$ cat config.mk
export PLATFORM = sky130hd
export DESIGN_NAME = audio_playback_unit
export DESIGN_NICKNAME = d
export VERILOG_FILES = /design/src/shared/audio_playback_pkg.sv /design/src/rtl/sample_fifo.sv /design/src/rtl/audio_playback_unit.sv
export VERILOG_INCLUDE_DIRS = /design/src /design/src/shared
export SDC_FILE = /design/constraint.sdc
export NUM_CORES = 1
export LEC_CHECK = 0
export BUFFER_PORTS_ARGS = -buffer_cell sky130_fd_sc_hd__buf_2
export CAP_MARGIN = 25
export CORE_MARGIN = 8
export CORE_UTILIZATION = 40
export CTS_BUF_LIST = sky130_fd_sc_hd__clkbuf_4
export DETAILED_ROUTE_END_ITERATION = 8
export PLACE_DENSITY_LB_ADDON = 0.05
export SYNTH_ARGS = -nofsm -noshare
export SYNTH_HDL_FRONTEND = slang
export SYNTH_SLANG_ARGS = --single-unit
$ cat constraint.sdc
create_clock -name clock_i -period 4.6 [get_ports clock_i]
set_clock_uncertainty 0.05 [all_clocks]
set_input_delay 0.92 -clock clock_i [delete_from_list [all_inputs] [get_ports clock_i]]
set_output_delay 0.92 -clock clock_i [all_outputs]
set_load 0.1 [all_outputs]
$ cat src/shared/audio_playback_map.svh
// register offsets, field positions, reset values and timing counts of the audio playback unit
`ifndef AUDIO_PLAYBACK_MAP_SVH
`define AUDIO_PLAYBACK_MAP_SVH

// ----------------------------------------------------------------
// register offsets (byte addresses)
// ----------------------------------------------------------------
`define OFF_AUDIO_CONTROL 8'h00
`define OFF_SAMPLE_FORMAT_CONTROL 8'h04
`define OFF_DAC_POWER_CONTROL 8'h08
`define OFF_THRESHOLD_IRQ 8'h0c
`define OFF_BUFFER_BASE_ADDRESS 8'h10
`define OFF_FIRST_BUFFER_END 8'h14
`define OFF_SECOND_BUFFER_END 8'h18
`define OFF_CURRENT_FETCH_ADDRESS 8'h1c
`define OFF_RESERVED_SLOT_A 8'h20
`define OFF_RESERVED_SLOT_B 8'h24
`define OFF_RESERVED_SLOT_C 8'h2c

// ----------------------------------------------------------------
// field positions
// ----------------------------------------------------------------
`define BIT_PLAYBACK_RUN 0
`define BIT_UNIT_SOFT_RESET 16
`define BIT_SAMPLE_SWAP 16
`define BIT_ZERO_CROSS_EN 25
`define BIT_DAC_POWER_DOWN 16
`define BIT_FIRST_IRQ_FLAG 0
`define BIT_SECOND_IRQ_FLAG 1
`define BIT_FIRST_IRQ_ENABLE 16
`define BIT_SECOND_IRQ_ENABLE 17

// ----------------------------------------------------------------
// reset values and writable masks
// ----------------------------------------------------------------
`define RST_AUDIO_CONTROL 32'h0000_0000
`define RST_SAMPLE_FORMAT_CONTROL 32'h0000_0001
`define RST_DAC_POWER_CONTROL 32'h0001_0000
`define RST_ZERO_WORD 32'h0000_0000
`define RST_RESERVED_SLOT_A 32'h7777_7777
`define RST_RESERVED_SLOT_B 32'h000D_0077
`define RST_RESERVED_SLOT_C 32'h0000_0000
`define WMASK_AUDIO_CONTROL 32'h0001_0001
`define WMASK_SAMPLE_FORMAT_CONTROL 32'h0201_0000
`define WMASK_DAC_POWER_CONTROL 32'h0001_0000

// ----------------------------------------------------------------
// timing and sizes
// ----------------------------------------------------------------
`define STROBE_COUNT_LAST 7'h7f
`define WORD_STEP 32'h0000_0004
`define HALF_LAST_WORD 2'h3
`define HALF_LAST_SAMPLE 3'h7

`endif

$ cat src/shared/audio_playback_pkg.sv
// types shared by the audio playback unit
package audio_playback_pkg;

  // ----------------------------------------------------------------
  // fetch master states
  // ----------------------------------------------------------------
  typedef enum logic [1:0] {
    FETCH_IDLE = 2'b00,
    FETCH_ADDR = 2'b01,
    FETCH_DATA = 2'b10
  } fetch_state_t;

  typedef logic [31:0] word_t;
  typedef logic [15:0] sample_t;

endpackage : audio_playback_pkg

$ cat src/rtl/sample_fifo.sv
// two-half sample buffer: word writes from the fetcher, sample pops by the strobe
`timescale 1ns/100ps
`include "audio_playback_map.svh"
module sample_fifo
  import audio_playback_pkg::*;
(
  // clock and reset
  input wire logic clock_i,
  input wire logic clear_i,
  // fill side
  input wire logic write_i,
  input wire word_t word_i,
  output logic fill_free_o,
  // drain side
  input wire logic pop_i,
  input wire logic swap_i,
  output logic sample_valid_o,
  output sample_t sample_o
);

  word_t store [0:7];
  logic [2:0] wr_ptr;
  logic [3:0] rd_ptr;
  logic [1:0] half_full;
  word_t rd_word;

  assign fill_free_o = !half_full[wr_ptr[2]];
  assign sample_valid_o = half_full[rd_ptr[3]];
  assign rd_word = store[rd_ptr[3:1]];
  // order bit picks which 16-bit half leaves first
  assign sample_o = (rd_ptr[0] ^ swap_i) ? rd_word[31:16] : rd_word[15:0];

  // ----------------------------------------------------------------
  // storage
  // ----------------------------------------------------------------
  always_ff @(posedge clock_i) begin
    if (write_i && fill_free_o) begin
      store[wr_ptr] <= word_i;
    end
  end

  // ----------------------------------------------------------------
  // pointers and half flags
  // ----------------------------------------------------------------
  always_ff @(posedge clock_i) begin
    if (clear_i) begin
      wr_ptr <= 3'h0;
    end else if (write_i && fill_free_o) begin
      wr_ptr <= wr_ptr + 3'h1;
    end
  end

  always_ff @(posedge clock_i) begin
    if (clear_i) begin
      rd_ptr <= 4'h0;
    end else if (pop_i && sample_valid_o) begin
      rd_ptr <= rd_ptr + 4'h1;
    end
  end

  generate
    for (genvar h = 0; h < 2; h++) begin : g_half
      always_ff @(posedge clock_i) begin
        if (clear_i) begin
          half_full[h] <= 1'b0;
        end else if (write_i && fill_free_o && wr_ptr[2] == h[0] && wr_ptr[1:0] == `HALF_LAST_WORD) begin
          half_full[h] <= 1'b1;
        end else if (pop_i && sample_valid_o && rd_ptr[3] == h[0] && rd_ptr[2:0] == `HALF_LAST_SAMPLE) begin
          half_full[h] <= 1'b0;
        end
      end
    end
  endgenerate

endmodule : sample_fifo

$ cat src/rtl/audio_playback_unit.sv
// audio playback unit: register slave, sample fetch master, strobe timer, dac feed
//
// How it works
// - unit fetches pcm samples from ram as a bus master, no cpu help
// - fetched words sit in a fifo of two 16-byte halves
// - samples go to a single-channel dac, 16 bits each
// - 7-bit counter on dac ticks; strobe each time it wraps from 127 to 0
// - two consecutive buffers: base to first end, then to second end
// - reaching a buffer end raises its threshold interrupt if enabled
// - control bit 16 at 1 resets internal logic and loads fetch address with base, other registers kept
// - control bit 0 runs playback when 1, stops it when 0
// - read-only register at 0x1c shows current fetch address
// - control and status registers sit behind a bus slave port
// - threshold flags set on buffer end, clear only on written 0
// - enable bits 16 and 17 gate the two threshold interrupts
// - order bit picks lower or upper half of a word as first sample
`timescale 1ns/100ps
`include "audio_playback_map.svh"
module audio_playback_unit
  import audio_playback_pkg::*;
(
  // clock and reset
  input wire logic clock_i,
  input wire logic resetn_i,
  // register slave port
  input wire logic s_hsel_i,
  input wire logic [31:0] s_haddr_i,
  input wire logic [1:0] s_htrans_i,
  input wire logic s_hwrite_i,
  input wire logic [2:0] s_hsize_i,
  input wire logic [31:0] s_hwdata_i,
  input wire logic s_hready_i,
  output logic [31:0] s_hrdata_o,
  output logic s_hreadyout_o,
  output logic [1:0] s_hresp_o,
  // sample fetch master port
  output logic [31:0] m_haddr_o,
  output logic [1:0] m_htrans_o,
  output logic m_hwrite_o,
  output logic [2:0] m_hsize_o,
  output logic [2:0] m_hburst_o,
  input wire logic [31:0] m_hrdata_i,
  input wire logic m_hready_i,
  input wire logic [1:0] m_hresp_i,
  // dac side
  input wire logic dac_tick_i,
  output logic [15:0] dac_sample_o,
  output logic conversion_strobe_o,
  output logic dac_power_down_o,
  output logic threshold_irq_o
);

  // ----------------------------------------------------------------
  // register storage
  // ----------------------------------------------------------------
  word_t audio_control;
  word_t sample_format_control;
  word_t dac_power_control;
  word_t buffer_base_address;
  word_t first_buffer_end_address;
  word_t second_buffer_end_address;
  word_t current_fetch_address;
  word_t reserved_slot_a;
  word_t reserved_slot_b;
  word_t reserved_slot_c;
  logic first_threshold_irq_enable;
  logic second_threshold_irq_enable;
  logic first_threshold_irq_flag;
  logic second_threshold_irq_flag;

  logic playback_run;
  logic unit_soft_reset;
  logic logic_clear;
  logic wr_pend;
  logic [7:0] wr_off;
  logic rd_take;
  logic wr_take;
  logic wr_now;
  word_t next_rdata;

  fetch_state_t fetch_state;
  logic word_done;
  logic hit_first_end;
  logic hit_second_end;
  logic fill_free;
  logic [6:0] strobe_count;
  logic strobe_due;
  logic sample_valid;
  sample_t sample_head;

  assign playback_run = audio_control[`BIT_PLAYBACK_RUN];
  assign unit_soft_reset = audio_control[`BIT_UNIT_SOFT_RESET];
  assign logic_clear = !resetn_i || unit_soft_reset;
  assign rd_take = s_hsel_i && s_htrans_i[1] && s_hready_i && !s_hwrite_i;
  assign wr_take = s_hsel_i && s_htrans_i[1] && s_hready_i && s_hwrite_i;
  assign wr_now = wr_pend;

  // ----------------------------------------------------------------
  // slave handshake: writes take one wait state
  // ----------------------------------------------------------------
  always_ff @(posedge clock_i) begin
    if (!resetn_i) begin
      wr_pend <= 1'b0;
      wr_off <= 8'h00;
      s_hreadyout_o <= 1'b1;
      s_hresp_o <= 2'b00;
    end else if (wr_pend) begin
      wr_pend <= 1'b0;
      s_hreadyout_o <= 1'b1;
    end else if (wr_take) begin
      wr_pend <= 1'b1;
      wr_off <= s_haddr_i[7:0];
      s_hreadyout_o <= 1'b0;
    end
  end

  // ----------------------------------------------------------------
  // register writes
  // ----------------------------------------------------------------
  always_ff @(posedge clock_i) begin
    if (!resetn_i) begin
      audio_control <= `RST_AUDIO_CONTROL;
      sample_format_control <= `RST_SAMPLE_FORMAT_CONTROL;
      dac_power_control <= `RST_DAC_POWER_CONTROL;
      buffer_base_address <= `RST_ZERO_WORD;
      first_buffer_end_address <= `RST_ZERO_WORD;
      second_buffer_end_address <= `RST_ZERO_WORD;
      reserved_slot_a <= `RST_RESERVED_SLOT_A;
      reserved_slot_b <= `RST_RESERVED_SLOT_B;
      reserved_slot_c <= `RST_RESERVED_SLOT_C;
      first_threshold_irq_enable <= 1'b0;
      second_threshold_irq_enable <= 1'b0;
    end else if (wr_now) begin
      case (wr_off)
        `OFF_AUDIO_CONTROL: begin
          audio_control <= s_hwdata_i & `WMASK_AUDIO_CONTROL;
        end
        `OFF_SAMPLE_FORMAT_CONTROL: begin
          sample_format_control <= (s_hwdata_i & `WMASK_SAMPLE_FORMAT_CONTROL) | `RST_SAMPLE_FORMAT_CONTROL;
        end
        `OFF_DAC_POWER_CONTROL: begin
          dac_power_control <= s_hwdata_i & `WMASK_DAC_POWER_CONTROL;
        end
        `OFF_THRESHOLD_IRQ: begin
          first_threshold_irq_enable <= s_hwdata_i[`BIT_FIRST_IRQ_ENABLE];
          second_threshold_irq_enable <= s_hwdata_i[`BIT_SECOND_IRQ_ENABLE];
        end
        `OFF_BUFFER_BASE_ADDRESS: begin
          buffer_base_address <= s_hwdata_i;
        end
        `OFF_FIRST_BUFFER_END: begin
          first_buffer_end_address <= s_hwdata_i;
        end
        `OFF_SECOND_BUFFER_END: begin
          second_buffer_end_address <= s_hwdata_i;
        end
        `OFF_RESERVED_SLOT_A: begin
          reserved_slot_a <= s_hwdata_i;
        end
        `OFF_RESERVED_SLOT_B: begin
          reserved_slot_b <= s_hwdata_i;
        end
        `OFF_RESERVED_SLOT_C: begin
          reserved_slot_c <= s_hwdata_i;
        end
        default: begin
        end
      endcase
    end
  end

  // ----------------------------------------------------------------
  // threshold flags: set wins over a written 0
  // ----------------------------------------------------------------
  always_ff @(posedge clock_i) begin
    if (!resetn_i) begin
      first_threshold_irq_flag <= 1'b0;
      second_threshold_irq_flag <= 1'b0;
    end else begin
      if (word_done && hit_first_end) begin
        first_threshold_irq_flag <= 1'b1;
      end else if (wr_now && wr_off == `OFF_THRESHOLD_IRQ && !s_hwdata_i[`BIT_FIRST_IRQ_FLAG]) begin
        first_threshold_irq_flag <= 1'b0;
      end
      if (word_done && hit_second_end) begin
        second_threshold_irq_flag <= 1'b1;
      end else if (wr_now && wr_off == `OFF_THRESHOLD_IRQ && !s_hwdata_i[`BIT_SECOND_IRQ_FLAG]) begin
        second_threshold_irq_flag <= 1'b0;
      end
    end
  end

  always_ff @(posedge clock_i) begin
    if (!resetn_i) begin
      threshold_irq_o <= 1'b0;
      dac_power_down_o <= 1'b1;
    end else begin
      threshold_irq_o <= (first_threshold_irq_flag && first_threshold_irq_enable)
                      || (second_threshold_irq_flag && second_threshold_irq_enable);
      dac_power_down_o <= dac_power_control[`BIT_DAC_POWER_DOWN];
    end
  end

  // ----------------------------------------------------------------
  // register reads: data captured in the address phase
  // ----------------------------------------------------------------
  always_comb begin
    case (s_haddr_i[7:0])
      `OFF_AUDIO_CONTROL: next_rdata = audio_control;
      `OFF_SAMPLE_FORMAT_CONTROL: next_rdata = sample_format_control;
      `OFF_DAC_POWER_CONTROL: next_rdata = dac_power_control;
      `OFF_THRESHOLD_IRQ: begin
        next_rdata = `RST_ZERO_WORD;
        next_rdata[`BIT_FIRST_IRQ_ENABLE] = first_threshold_irq_enable;
        next_rdata[`BIT_SECOND_IRQ_ENABLE] = second_threshold_irq_enable;
        next_rdata[`BIT_FIRST_IRQ_FLAG] = first_threshold_irq_flag;
        next_rdata[`BIT_SECOND_IRQ_FLAG] = second_threshold_irq_flag;
      end
      `OFF_BUFFER_BASE_ADDRESS: next_rdata = buffer_base_address;
      `OFF_FIRST_BUFFER_END: next_rdata = first_buffer_end_address;
      `OFF_SECOND_BUFFER_END: next_rdata = second_buffer_end_address;
      `OFF_CURRENT_FETCH_ADDRESS: next_rdata = current_fetch_address;
      `OFF_RESERVED_SLOT_A: next_rdata = reserved_slot_a;
      `OFF_RESERVED_SLOT_B: next_rdata = reserved_slot_b;
      `OFF_RESERVED_SLOT_C: next_rdata = reserved_slot_c;
      default: next_rdata = `RST_ZERO_WORD;
    endcase
  end

  always_ff @(posedge clock_i) begin
    if (!resetn_i) begin
      s_hrdata_o <= `RST_ZERO_WORD;
    end else if (rd_take) begin
      s_hrdata_o <= next_rdata;
    end
  end

  // ----------------------------------------------------------------
  // fetch master: single word reads, one at a time
  // ----------------------------------------------------------------
  assign word_done = (fetch_state == FETCH_DATA) && m_hready_i;
  assign hit_first_end = current_fetch_address == first_buffer_end_address;
  assign hit_second_end = current_fetch_address == second_buffer_end_address;

  always_ff @(posedge clock_i) begin
    if (logic_clear) begin
      fetch_state <= FETCH_IDLE;
      m_htrans_o <= 2'b00;
      m_haddr_o <= `RST_ZERO_WORD;
    end else begin
      case (fetch_state)
        FETCH_IDLE: begin
          if (playback_run && fill_free) begin
            fetch_state <= FETCH_ADDR;
            m_htrans_o <= 2'b10;
            m_haddr_o <= current_fetch_address;
          end
        end
        FETCH_ADDR: begin
          if (m_hready_i) begin
            fetch_state <= FETCH_DATA;
            m_htrans_o <= 2'b00;
          end
        end
        FETCH_DATA: begin
          if (m_hready_i) begin
            fetch_state <= FETCH_IDLE;
          end
        end
        default: begin
          fetch_state <= FETCH_IDLE;
          m_htrans_o <= 2'b00;
        end
      endcase
    end
  end

  always_ff @(posedge clock_i) begin
    if (!resetn_i) begin
      m_hwrite_o <= 1'b0;
      m_hsize_o <= 3'b000;
      m_hburst_o <= 3'b000;
    end else begin
      m_hwrite_o <= 1'b0;
      m_hsize_o <= 3'b010;
      m_hburst_o <= 3'b000;
    end
  end

  // ----------------------------------------------------------------
  // ping-pong address walk
  // ----------------------------------------------------------------
  always_ff @(posedge clock_i) begin
    if (!resetn_i) begin
      current_fetch_address <= `RST_ZERO_WORD;
    end else if (unit_soft_reset) begin
      current_fetch_address <= buffer_base_address;
    end else if (word_done) begin
      if (hit_second_end) begin
        current_fetch_address <= buffer_base_address;
      end else begin
        current_fetch_address <= current_fetch_address + `WORD_STEP;
      end
    end
  end

  // ----------------------------------------------------------------
  // sample buffer
  // ----------------------------------------------------------------
  sample_fifo u_sample_fifo (
    .clock_i(clock_i),
    .clear_i(logic_clear),
    .write_i(word_done && m_hresp_i == 2'b00),
    .word_i(m_hrdata_i),
    .fill_free_o(fill_free),
    .pop_i(strobe_due),
    .swap_i(sample_format_control[`BIT_SAMPLE_SWAP]),
    .sample_valid_o(sample_valid),
    .sample_o(sample_head)
  );

  // ----------------------------------------------------------------
  // strobe timer and dac feed
  // ----------------------------------------------------------------
  assign strobe_due = playback_run && dac_tick_i && strobe_count == `STROBE_COUNT_LAST;

  always_ff @(posedge clock_i) begin
    if (logic_clear) begin
      strobe_count <= 7'h00;
    end else if (playback_run && dac_tick_i) begin
      strobe_count <= strobe_count + 7'h01;
    end
  end

  always_ff @(posedge clock_i) begin
    if (logic_clear) begin
      conversion_strobe_o <= 1'b0;
      dac_sample_o <= 16'h0000;
    end else begin
      conversion_strobe_o <= strobe_due;
      if (strobe_due && sample_valid) begin
        dac_sample_o <= sample_head;
      end
    end
  end

endmodule : audio_playback_unit

==> results of run 1 <==
## critical path, delay by kind of cell, from the launching register on
kind / cells / cell delay (ns)
compound gates: 2 / 0.57
buf+inv: 2 / 0.56
flops: 1 / 0.29
simple gates: 3 / 1.08
xor+xnor: 1 / 0.28
## metrics by stage
step | std cells | setup WS (ns) | hold slack (ns) | util
floorplan | 2337 | 0.257 | 0.382 | -
global placement | 3218 | 1.11 | 0.389 | 0.431
detailed placement | 3219 | 1.12 | 0.394 | 0.432
CTS | 3522 | 1.65 | 0.00355 | 0.467
global route | 3532 | 1.53 | 0.0234 | 0.468
finish | 3534 | 1.65 | 0.141 | 0.468
## cells in the final DEF, fill, tap and decap left out, types with 6 or more instances in the layout
cell type	n
nand2_1	544
dfxtp_1	347
edfxtp_1	256
clkbuf_4	255
buf_2	166
a21oi_1	132
a21boi_0	102
nor2_1	80
a22oi_1	79
mux4_2	76
nand3_1	67
buf_4	66
xnor2_1	65
o21ai_0	37
xor2_1	35
o22ai_1	30
mux2i_1	29
clkinv_1	26
nand4_1	25
mux2_2	24
a211oi_1	20
nor4_1	19
nor3_1	12
nor2b_1	9
conb_1	9
diode_2	8
and2_1	8
a2bb2oi_1	8
a22o_1	8
o2bb2ai_1	8
a21boi_1	8
inv_6	8
inv_1	7
and3_1	6
nand2b_1	6
nor2_4	6
a221oi_1	6
## flip-flops by register name (all words and copies together), names as in the netlist, 7 cells and up, named ones only
signal                     flops
reserved_slot_c               32
m_haddr_o                     32
s_hrdata_o                    32
reserved_slot_a               32
first_buffer_end_address      32
wr_off                         8
current_fetch_address         32
reserved_slot_b               32
dac_sample_o                  16
u_sample_fifo.store          256
buffer_base_address           32
strobe_count                   7
second_buffer_end_address     32
## cells by family (layout without fill, tap and decap cells)
| group | after synthesis | after routing | share of synthesized area |
|---|---|---|---|
| AOI/OAI and AO/OA | 453 | 453 | 0.117 |
| xor gates and xnor gates | 101 | 101 | 0.0346 |
| adders and majority gates | 5 | 5 | 0.00244 |
| buffers and inverters | 207 | 550 | 0.0382 |
| DFF | 605 | 605 | 0.573 |
| muxes | 134 | 134 | 0.0939 |
| other | 1 | 17 | 0.000147 |
| and+or+nand+nor | 823 | 823 | 0.141 |
## path summary, 6_finish.rpt
check                              end  slack (ns)  cells past startpoint
max reg2reg  current_fetch_address[24]        1.65                      8
min          u_sample_fifo.store[5][9]        0.14                      1
max          current_fetch_address[24]        1.65                      8
min reg2reg            dac_sample_o[3]        0.40                      2
## layout make-up
type | count | share of cell area
clock inverters | 43 | 0.00808
inverters | 8 | 0.00110
repair buffers | 244 | 0.0509
well taps | 846 | 0.0358
diodes | 8 | 0.000677
clock buffers | 255 | 0.0648
flip-flops and latches | 605 | 0.497
multi-input cells | 1525 | 0.342
## routing by layer
metal	wire length [µm]	global-route usage	part of all wire
met1	32500	0.263	0.40
met2	42300	0.397	0.52
met3	4260	0.0454	0.052
met4	2940	0.105	0.036
met5	32	0	0.00039
## power breakdown
group,total (mW),leakage [nW],switching [mW],internal (mW)
clock network,4.86,1.28,2.31,2.55
logic,0.375,3.77,0.279,0.0954
registers,5.60,5.11,0.0118,5.59
## cells in the mapped netlist, types with 3 or more instances
cell type  number
a211oi_1       20
a21boi_0      102
a21boi_1        8
a21oi_1       132
a221oi_1        6
a22o_1          8
a22oi_1        79
a2bb2oi_1       8
a31oi_1         3
and2_0          3
and2_1          9
and3_1          7
and4_1          5
buf_1           5
buf_2          56
buf_4          31
clkbuf_1      105
dfxtp_1       349
edfxtp_1      256
ha_1            5
inv_1           7
mux2_2         24
mux2i_1        29
mux4_1          5
mux4_2         76
nand2_1       547
nand2b_1        6
nand3_1        68
nand3b_1        4
nand4_1        25
nor2_1         86
nor2b_1         9
nor3_1         14
nor4_1         19
nor4b_2         4
o2111ai_1       3
o21ai_0        37
o22ai_1        30
o2bb2ai_1       8
xnor2_1        65
xor2_1         36
==> impl_results.html, run 1 <==
<table>
<tr><th>Metric</th><th>Value</th></tr>
<tr><th colspan="2">STA</th></tr>
<tr><td>Accumulated negative setup slack</td><td>0 ns</td></tr>
<tr><td>Unrepaired setup endpoints after global routing</td><td>false</td></tr>
<tr><td>Setup violation total in the final timing report</td><td>0</td></tr>
<tr><td>Minimum clock period</td><td>2.95 ns</td></tr>
<tr><td>Slew at the pin closest to its max-slew limit</td><td>1.15 ns</td></tr>
<tr><td>Max Slew Vio Count</td><td>0</td></tr>
<tr><td>Peak Freq</td><td>339 MHz</td></tr>
<tr><td>Share of the cycle needed by the critical path after routing</td><td>0.641</td></tr>
<tr><td>Final Hold Vio Count</td><td>0</td></tr>
<tr><td>Max-Slew Margin vs Limit</td><td>0.234</td></tr>
<tr><th colspan="2">Clock network</th></tr>
<tr><td>Post-CTS Hold Buffers</td><td>5</td></tr>
<tr><td>Clock Tree Buf Depth</td><td>3</td></tr>
<tr><td>Post-CTS Setup Repair Bufs</td><td>0</td></tr>
<tr><td>Clock tree from TritonCTS</td><td>done</td></tr>
<tr><td>TritonCTS Sinks</td><td>605</td></tr>
<tr><td>Number of levels the H-tree was split into</td><td>4</td></tr>
<tr><td>Cell at the root of the clock tree</td><td>clkbuf_4</td></tr>
<tr><td>Quantity of gates resized following cts</td><td>0</td></tr>
<tr><td>Clock slew at the register clock pins of the worst setup and hold paths</td><td>0.06 ns</td></tr>
<tr><td>Total CTS buffers</td><td>166</td></tr>
<tr><td>Worst skew pair latency</td><td>0.99 ns</td></tr>
<tr><th colspan="2">Global route</th></tr>
<tr><td>Largest net degree at the start of global routing</td><td>98</td></tr>
<tr><td>Vias in the first global route</td><td>between 15,000 and 20,000</td></tr>
<tr><td>GR Overflow Total</td><td>0</td></tr>
<tr><td>First-pass GRT wire length</td><td>121,000 µm</td></tr>
<tr><td>Number of antenna violations at the first check in global routing</td><td>9</td></tr>
<tr><td>GRT Overall Usage</td><td>0.225</td></tr>
<tr><th colspan="2">Die</th></tr>
<tr><td>Die outline area</td><td>slightly above 70,000 µm²</td></tr>
<tr><td>Total number of placement rows</td><td>92</td></tr>
<tr><td>Num ports</td><td>205</td></tr>
<tr><td>Placeable core area</td><td>63,200 µm²</td></tr>
<tr><td>Starting Density</td><td>0.405</td></tr>
<tr><td>Die span in y</td><td>269 µm</td></tr>
<tr><td>Die X</td><td>269 µm</td></tr>
<tr><th colspan="2">Detailed routing</th></tr>
<tr><td>Total via count after detailed routing</td><td>between 15,000 and 20,000</td></tr>
<tr><td>Drc violations</td><td>0</td></tr>
<tr><td>Avg WL per Cell</td><td>roughly 23 µm</td></tr>
<tr><td>Average vias per placed instance</td><td>5.39</td></tr>
<tr><td>Pre-antenna DRT Iters</td><td>8</td></tr>
<tr><td>Number of nets with antenna violations after detailed routing</td><td>0</td></tr>
<tr><td>Drt total wl</td><td>82,100 µm</td></tr>
<tr><td>DRT iter0 DRCs</td><td>roughly 1,300</td></tr>
<tr><th colspan="2">Finish</th></tr>
<tr><td>Fillcell total</td><td>~6,000</td></tr>
<tr><td>Area of all placed cells without fillers</td><td>29,600 µm²</td></tr>
<tr><td>Sequential cell area in the final layout</td><td>14,700 µm²</td></tr>
<tr><td>Area growth syn-to-layout</td><td>15.5%</td></tr>
<tr><td>Count of nets after finishing</td><td>2,665</td></tr>
<tr><td>Proportion of layout cells with a drive suffix above 1</td><td>0.243</td></tr>
<tr><td>Footprint of the multi-input gates</td><td>10,100 µm²</td></tr>
<tr><th colspan="2">Yosys</th></tr>
<tr><td>Share of the synthesized area in the top cell type</td><td>0.300</td></tr>
<tr><td>Synth async-reset ratio</td><td>0</td></tr>
<tr><td>Largest area contributor in the netlist</td><td>edfxtp_1</td></tr>
<tr><td>Cell area after synthesis</td><td>25,600 µm²</td></tr>
<tr><td>Number of unique standard cell types used by synthesis</td><td>66</td></tr>
<tr><td>Yosys synthesis warning count</td><td>0</td></tr>
<tr><td>Ranking of synthesized cells by area</td><td>edfxtp_1 (30%), dfxtp_1 (27%), nand2_1 (8.0%)</td></tr>
<tr><td>Mean post-synth cell area</td><td>11.0 µm²</td></tr>
<tr><td>Number of enable flip-flop cells after synthesis</td><td>256</td></tr>
<tr><td>Sequential-to-total area share from yosys stat</td><td>0.573</td></tr>
<tr><td>Gate Count Post-Synth</td><td>2,329</td></tr>
<tr><td>Leading register cell type out of synthesis</td><td>dfxtp_1</td></tr>
<tr><td>Register bit count reported by yosys</td><td>605</td></tr>
<tr><th colspan="2">Hold path</th></tr>
<tr><td>Worst Min Path Start</td><td>m_hrdata_i[9]</td></tr>
<tr><td>Worst min-delay path category</td><td>in -&gt; reg</td></tr>
<tr><th colspan="2">Power and ir drop</th></tr>
<tr><td>Total Power Consumption</td><td>10.8 mW</td></tr>
<tr><td>Power density over the cells</td><td>367 nW/µm²</td></tr>
<tr><td>Maximum ir drop on the vdd rail</td><td>around 0.24 mV</td></tr>
<tr><td>Leakage component of the power</td><td>10.2 nW</td></tr>
<tr><th colspan="2">Critical path</th></tr>
<tr><td>Category of the most critical setup path</td><td>reg -&gt; reg</td></tr>
<tr><td>Startpoint Class</td><td>flop</td></tr>
<tr><td>CP max stage delay</td><td>between 0.7 and 0.8 ns</td></tr>
<tr><td>Most frequent cell on the critical path</td><td>buf_4</td></tr>
<tr><td>Worst-path fanout max</td><td>30</td></tr>
<tr><td>Launching instance or port of the critical path</td><td>current_fetch_address[9]</td></tr>
<tr><td>Endpoint arrival time on the critical path</td><td>3.77 ns</td></tr>
<tr><td>Slowest cell on the critical path</td><td>nor4_1</td></tr>
<tr><td>Sort of element at the end of the critical path</td><td>flop</td></tr>
<tr><td>Worst R2R Start</td><td>current_fetch_address[9]</td></tr>
<tr><td>Cells along the critical path</td><td>buf_4 -&gt; xnor2_1 -&gt; nand4_1 -&gt; nor4_1 -&gt; a31oi_4 -&gt; buf_4 -&gt; nand2b_1 -&gt; a31oi_1</td></tr>
<tr><td>Worst path required time</td><td>5.42 ns</td></tr>
<tr><th colspan="2">Job</th></tr>
<tr><td>Number of max-cap violations</td><td>0</td></tr>
<tr><th colspan="2">Placed design</th></tr>
<tr><td>RePlAce Congestion</td><td>0.845</td></tr>
<tr><td>Placed Instance Area</td><td>27,300 µm²</td></tr>
<tr><td>Number of input and output port buffers inserted</td><td>167</td></tr>
<tr><td>Post-DP HPWL</td><td>53,700 µm</td></tr>
<tr><th colspan="2">Outcome</th></tr>
<tr><td>Run status</td><td>complete, no violations</td></tr>
</table>
(Power assumes the default switching activity.)
==> run 2, diff against run 1 <==
- ABC_AREA: unset -> 1
- clock period: 4.6 -> 2.5 ns (I/O delays scaled with it)
==> run 2 against run 1 <==
  * Wire length rose by 2.5%
  * Largest cell class unchanged
  * Register-to-register slack got worse by 1.5 ns
  * Sequential power rose by 89%
  * Highest routed layer is now met4
==> impl_results.html, run 2 <==
<table>
<tr><th>Metric</th><th>Value</th></tr>
<tr><th colspan="2">Hold path</th></tr>
<tr><td>Cell depth of the worst min-delay path</td><td>2 (+1)</td></tr>
<tr><td>Worst Min Path Start</td><td>m_hrdata_i[4]</td></tr>
<tr><td>Worst min-delay path category</td><td>in -&gt; reg</td></tr>
<tr><td>Hold worst-path end</td><td>u_sample_fifo.store[4][4]</td></tr>
<tr><th colspan="2">Yosys</th></tr>
<tr><td>Yosys synthesis warning count</td><td>0 (unchanged)</td></tr>
<tr><td>Number of unique standard cell types used by synthesis</td><td>42 (-36%)</td></tr>
<tr><td>Sequential-to-total area share from yosys stat</td><td>0.575 (+0.00129)</td></tr>
<tr><td>Ranking of synthesized cells by area</td><td>edfxtp_1 (30%), dfxtp_1 (27%), o21ai_0 (8.0%)</td></tr>
<tr><td>Cell area after synthesis</td><td>25,500 µm² (-0.22%)</td></tr>
<tr><td>Register bit count reported by yosys</td><td>605 (unchanged)</td></tr>
<tr><td>Leading register cell type out of synthesis</td><td>dfxtp_1</td></tr>
<tr><td>Leading cell type by number of instances after synthesis</td><td>nand2_1</td></tr>
<tr><td>Mean post-synth cell area</td><td>8.71 µm² (-21%)</td></tr>
<tr><td>Ranking of synthesized cells by instance count</td><td>nand2_1 (447), nor2_1 (428), o21ai_0 (407), dfxtp_1 (349), edfxtp_1 (256)</td></tr>
<tr><td>Largest area contributor in the netlist</td><td>edfxtp_1</td></tr>
<tr><td>Synth async-reset ratio</td><td>0 (unchanged)</td></tr>
<tr><td>Gate Count Post-Synth</td><td>2,931 (+26%)</td></tr>
<tr><td>Number of enable flip-flop cells after synthesis</td><td>256 (unchanged)</td></tr>
<tr><td>Share of the synthesized area in the top cell type</td><td>0.301 (+0.000677)</td></tr>
<tr><th colspan="2">Clock network</th></tr>
<tr><td>Total CTS buffers</td><td>167 (+0.60%)</td></tr>
<tr><td>Clock tree from TritonCTS</td><td>done</td></tr>
<tr><td>TritonCTS Sinks</td><td>605 (unchanged)</td></tr>
<tr><td>Clock slew at the register clock pins of the worst setup and hold paths</td><td>0.06 ns (about the same)</td></tr>
<tr><td>Number of levels the H-tree was split into</td><td>4 (unchanged)</td></tr>
<tr><td>Clock Tree Buf Depth</td><td>3 (unchanged)</td></tr>
<tr><td>Worst skew pair latency</td><td>1.04 ns (+0.05 ns)</td></tr>
<tr><td>Cell at the root of the clock tree</td><td>clkbuf_4</td></tr>
<tr><th colspan="2">Placed design</th></tr>
<tr><td>Number of input and output port buffers inserted</td><td>167 (unchanged)</td></tr>
<tr><td>Placed Instance Area</td><td>27,900 µm² (+2.1%)</td></tr>
<tr><td>Post-DP HPWL</td><td>56,200 µm (+4.6%)</td></tr>
<tr><td>Placed cell count</td><td>3,872 (+20%)</td></tr>
<tr><td>Worst slack at placement</td><td>0.111 ns (-1.01 ns)</td></tr>
<tr><td>RePlAce Congestion</td><td>0.882 (+4.3%)</td></tr>
<tr><th colspan="2">Outcome</th></tr>
<tr><td>Run status</td><td>complete, no violations</td></tr>
<tr><th colspan="2">Finish</th></tr>
<tr><td>Most used cells in the layout excluding fill and tap cells</td><td>nand2_1 (447), nor2_1 (420), o21ai_0 (407), dfxtp_1 (347), edfxtp_1 (256)</td></tr>
<tr><td>Non-filler instance count after layout</td><td>4,272 (+21%)</td></tr>
<tr><td>Area of all placed cells without fillers</td><td>31,000 µm² (+4.7%)</td></tr>
<tr><td>Register bank with the most flops</td><td>u_sample_fifo.store</td></tr>
<tr><td>Count of nets after finishing</td><td>3,399 (+28%)</td></tr>
<tr><td>Most common library cell in the layout ignoring fill and taps</td><td>nand2_1</td></tr>
<tr><td>Area growth syn-to-layout</td><td>21.2%</td></tr>
<tr><td>Proportion of layout cells with a drive suffix above 1</td><td>0.176 (-0.0669)</td></tr>
<tr><td>Post-Route Utilization</td><td>0.491 (+0.0230)</td></tr>
<tr><td>Max FFs per register</td><td>256 (unchanged)</td></tr>
<tr><th colspan="2">STA</th></tr>
<tr><td>Peak Freq</td><td>420 MHz</td></tr>
<tr><td>Max Slew Vio Count</td><td>0 (unchanged)</td></tr>
<tr><td>Slew at the pin closest to its max-slew limit</td><td>1.14 ns (-0.0112 ns)</td></tr>
<tr><td>Unrepaired setup endpoints after global routing</td><td>false</td></tr>
<tr><td>Minimum clock period</td><td>2.38 ns</td></tr>
<tr><td>Max-Slew Margin vs Limit</td><td>0.242 (+0.00860)</td></tr>
<tr><td>Setup violation total in the final timing report</td><td>0 (unchanged)</td></tr>
<tr><td>Worst setup slack after layout</td><td>0.117 ns (-1.54 ns)</td></tr>
<tr><td>Final Hold Vio Count</td><td>0 (unchanged)</td></tr>
<tr><td>Share of the cycle needed by the critical path after routing</td><td>0.953</td></tr>
<tr><th colspan="2">Detailed routing</th></tr>
<tr><td>Pre-antenna DRT Iters</td><td>5 (-3)</td></tr>
<tr><td>Number of nets with antenna violations after detailed routing</td><td>0 (unchanged)</td></tr>
<tr><td>Avg WL per Cell</td><td>19.7 µm (-15%)</td></tr>
<tr><td>Average vias per placed instance</td><td>5.13 (-4.7%)</td></tr>
<tr><td>DRT iter0 DRCs</td><td>1,383 (+8.2%)</td></tr>
<tr><td>Total via count after detailed routing</td><td>21,900 (+15%)</td></tr>
<tr><td>Drt total wl</td><td>84,100 µm (+2.5%)</td></tr>
<tr><td>Drc violations</td><td>0 (unchanged)</td></tr>
<tr><th colspan="2">Critical path</th></tr>
<tr><td>Endpoint arrival time on the critical path</td><td>1.83 ns (-1.94 ns)</td></tr>
<tr><td>Depth of the most critical reg-to-reg path</td><td>6 (-2)</td></tr>
<tr><td>Category of the most critical setup path</td><td>reg -&gt; out</td></tr>
<tr><td>Worst-path fanout max</td><td>2 (-93%)</td></tr>
<tr><td>FF-to-FF End</td><td>buffer_base_address[27]</td></tr>
<tr><td>CP max stage delay</td><td>0.44 ns (-0.30 ns)</td></tr>
<tr><td>Worst path buffer plus inverter count</td><td>1 (-1)</td></tr>
<tr><td>Family with the most delay on the worst path</td><td>buffers and inverters</td></tr>
<tr><td>Slowest cell on the critical path</td><td>buf_2</td></tr>
<tr><td>Worst path required time</td><td>1.95 ns (-3.47 ns)</td></tr>
<tr><td>Startpoint Class</td><td>flop</td></tr>
<tr><td>Worst R2R Start</td><td>wr_off[7]</td></tr>
<tr><td>Reg2Reg Setup Slack</td><td>0.16 ns (-1.49 ns)</td></tr>
<tr><td>Cells along the critical path</td><td>buf_2</td></tr>
<tr><td>Sort of element at the end of the critical path</td><td>output pin</td></tr>
<tr><th colspan="2">Power and ir drop</th></tr>
<tr><td>Maximum ir drop on the vdd rail</td><td>0.411 mV (+75%)</td></tr>
<tr><td>Internal power of the cells</td><td>15.8 mW (+92%)</td></tr>
<tr><td>Portion of total power attributed to combinational logic</td><td>0.099 (+0.064)</td></tr>
<tr><td>Switching power share of the total</td><td>0.274 (+0.0342)</td></tr>
<tr><td>Power density over the cells</td><td>702 nW/µm² (+92%)</td></tr>
<tr><td>Sequential group share of total power</td><td>0.486 (-0.031)</td></tr>
<tr><td>Leakage component of the power</td><td>12.5 nW (+23%)</td></tr>
<tr><td>Switching pwr</td><td>5.96 mW (+130%)</td></tr>
<tr><td>Clock power frac</td><td>0.415 (-0.034)</td></tr>
<tr><td>Total Power Consumption</td><td>21.7 mW (+100%)</td></tr>
<tr><th colspan="2">Global route</th></tr>
<tr><td>Largest net degree at the start of global routing</td><td>242 (+150%)</td></tr>
<tr><td>GRT Overall Usage</td><td>0.232 (+0.00617)</td></tr>
<tr><td>Number of antenna violations at the first check in global routing</td><td>6 (-3)</td></tr>
<tr><td>First-pass GRT wire length</td><td>127,000 µm (+4.7%)</td></tr>
<tr><td>Vias in the first global route</td><td>22,000 (+14%)</td></tr>
<tr><td>GR Overflow Total</td><td>0 (unchanged)</td></tr>
<tr><th colspan="2">Die</th></tr>
<tr><td>Die span in y</td><td>269 µm (-0.10%)</td></tr>
<tr><td>Die X</td><td>269 µm (-0.10%)</td></tr>
<tr><td>Placeable core area</td><td>63,100 µm² (-0.18%)</td></tr>
<tr><td>Total number of placement rows</td><td>92 (unchanged)</td></tr>
<tr><td>Num ports</td><td>205 (unchanged)</td></tr>
<tr><td>Die outline area</td><td>72,200 µm² (-0.21%)</td></tr>
<tr><td>Starting Density</td><td>0.405 (about the same)</td></tr>
<tr><th colspan="2">Job</th></tr>
<tr><td>Number of max-cap violations</td><td>0 (unchanged)</td></tr>
</table>
## run 2: cell count changes after synthesis, sizes merged, moves of 97 or more
cell and delta:
a21boi -109, a21oi +110, inv +197, nand2 -97, nor2 +351, o211ai +100, o21ai +381
## run 2: final cells by class
cell class              count  area, µm²
diodes                     11       27.5
clock buffers             251       1880
clock inverters            49        274
fillers                  6265      32100
inverters                 209        787
multi-input cells        1939       9420
flip-flops and latches    605      14700
well taps                 846       1060
repair buffers            362       2820
## run 2: worst max path at each step
stage | startpoint | cells past startpoint | slack [ns] | end
after global routing | wr_off[7] | 6 | 0.001 | buffer_base_address[31]
final | s_hrdata_o[19] | 1 | 0.12 | s_hrdata_o[19]
after floorplan | m_hready_i | 7 | -0.36 | u_sample_fifo.store[1][0]
after global placement | s_haddr_i[0] | 11 | 0.14 | s_hrdata_o[2]
after CTS | s_hrdata_o[19] | 1 | 0.001 | s_hrdata_o[19]
after detailed placement | s_haddr_i[0] | 11 | 0.11 | s_hrdata_o[25]
## run 2: logic make-up (layout without fill, tap and decap cells)
group / Yosys count / in the layout / synth area share
other: 1 / 20 / 0.000147
adder cells (fa/ha/maj): 5 / 5 / 0.00245
XOR/XNOR: 55 / 55 / 0.0189
flip-flops: 605 / 605 / 0.575
buffers and inverters: 395 / 871 / 0.0632
AND/OR/NAND/NOR: 1074 / 1074 / 0.172
AO/OA/AOI/OAI: 796 / 796 / 0.168
## run 2: power groups by stage
stage / Sequential [mW] / Combinational [mW] / Clock [mW]
floorplan: 10.8 / 1.23 / 0
global placement: 10.8 / 2.04 / 0
detailed placement: 10.8 / 2.04 / 0
CTS: 10.6 / 2.16 / 9.31
global route: 10.6 / 2.35 / 9.84
finish: 10.6 / 2.15 / 9.03
## run 2: layer usage
layer | part of all wire | routed length [µm] | global-route usage | vias to the layer above
met5 | 0 | 0 | 0 | -
met4 | 0.057 | 4780 | 0.143 | 0
met3 | 0.047 | 3940 | 0.0442 | 220
met2 | 0.52 | 43400 | 0.416 | 640
met1 | 0.38 | 32000 | 0.250 | 10300
li1 | - | - | - | 10700
## run 2: metrics by stage
step                      hold slack, ns  TNS [ns]
after detailed placement           0.390         0
after CTS                         0.0983         0
after global placement             0.386         0
final                              0.217         0
after floorplan                    0.375    -67.56
after global routing               0.135         0
## run 2: repair_timing
action / 4_1_cts / 5_1_grt
resized for setup: 2 / 1
endpoints found under the hold margin: 512 / 0
endpoints found under the setup margin: 2 / 4
hold buffers: 89 / 0
buffers inserted: 0 / 0
cloned: 0 / 0
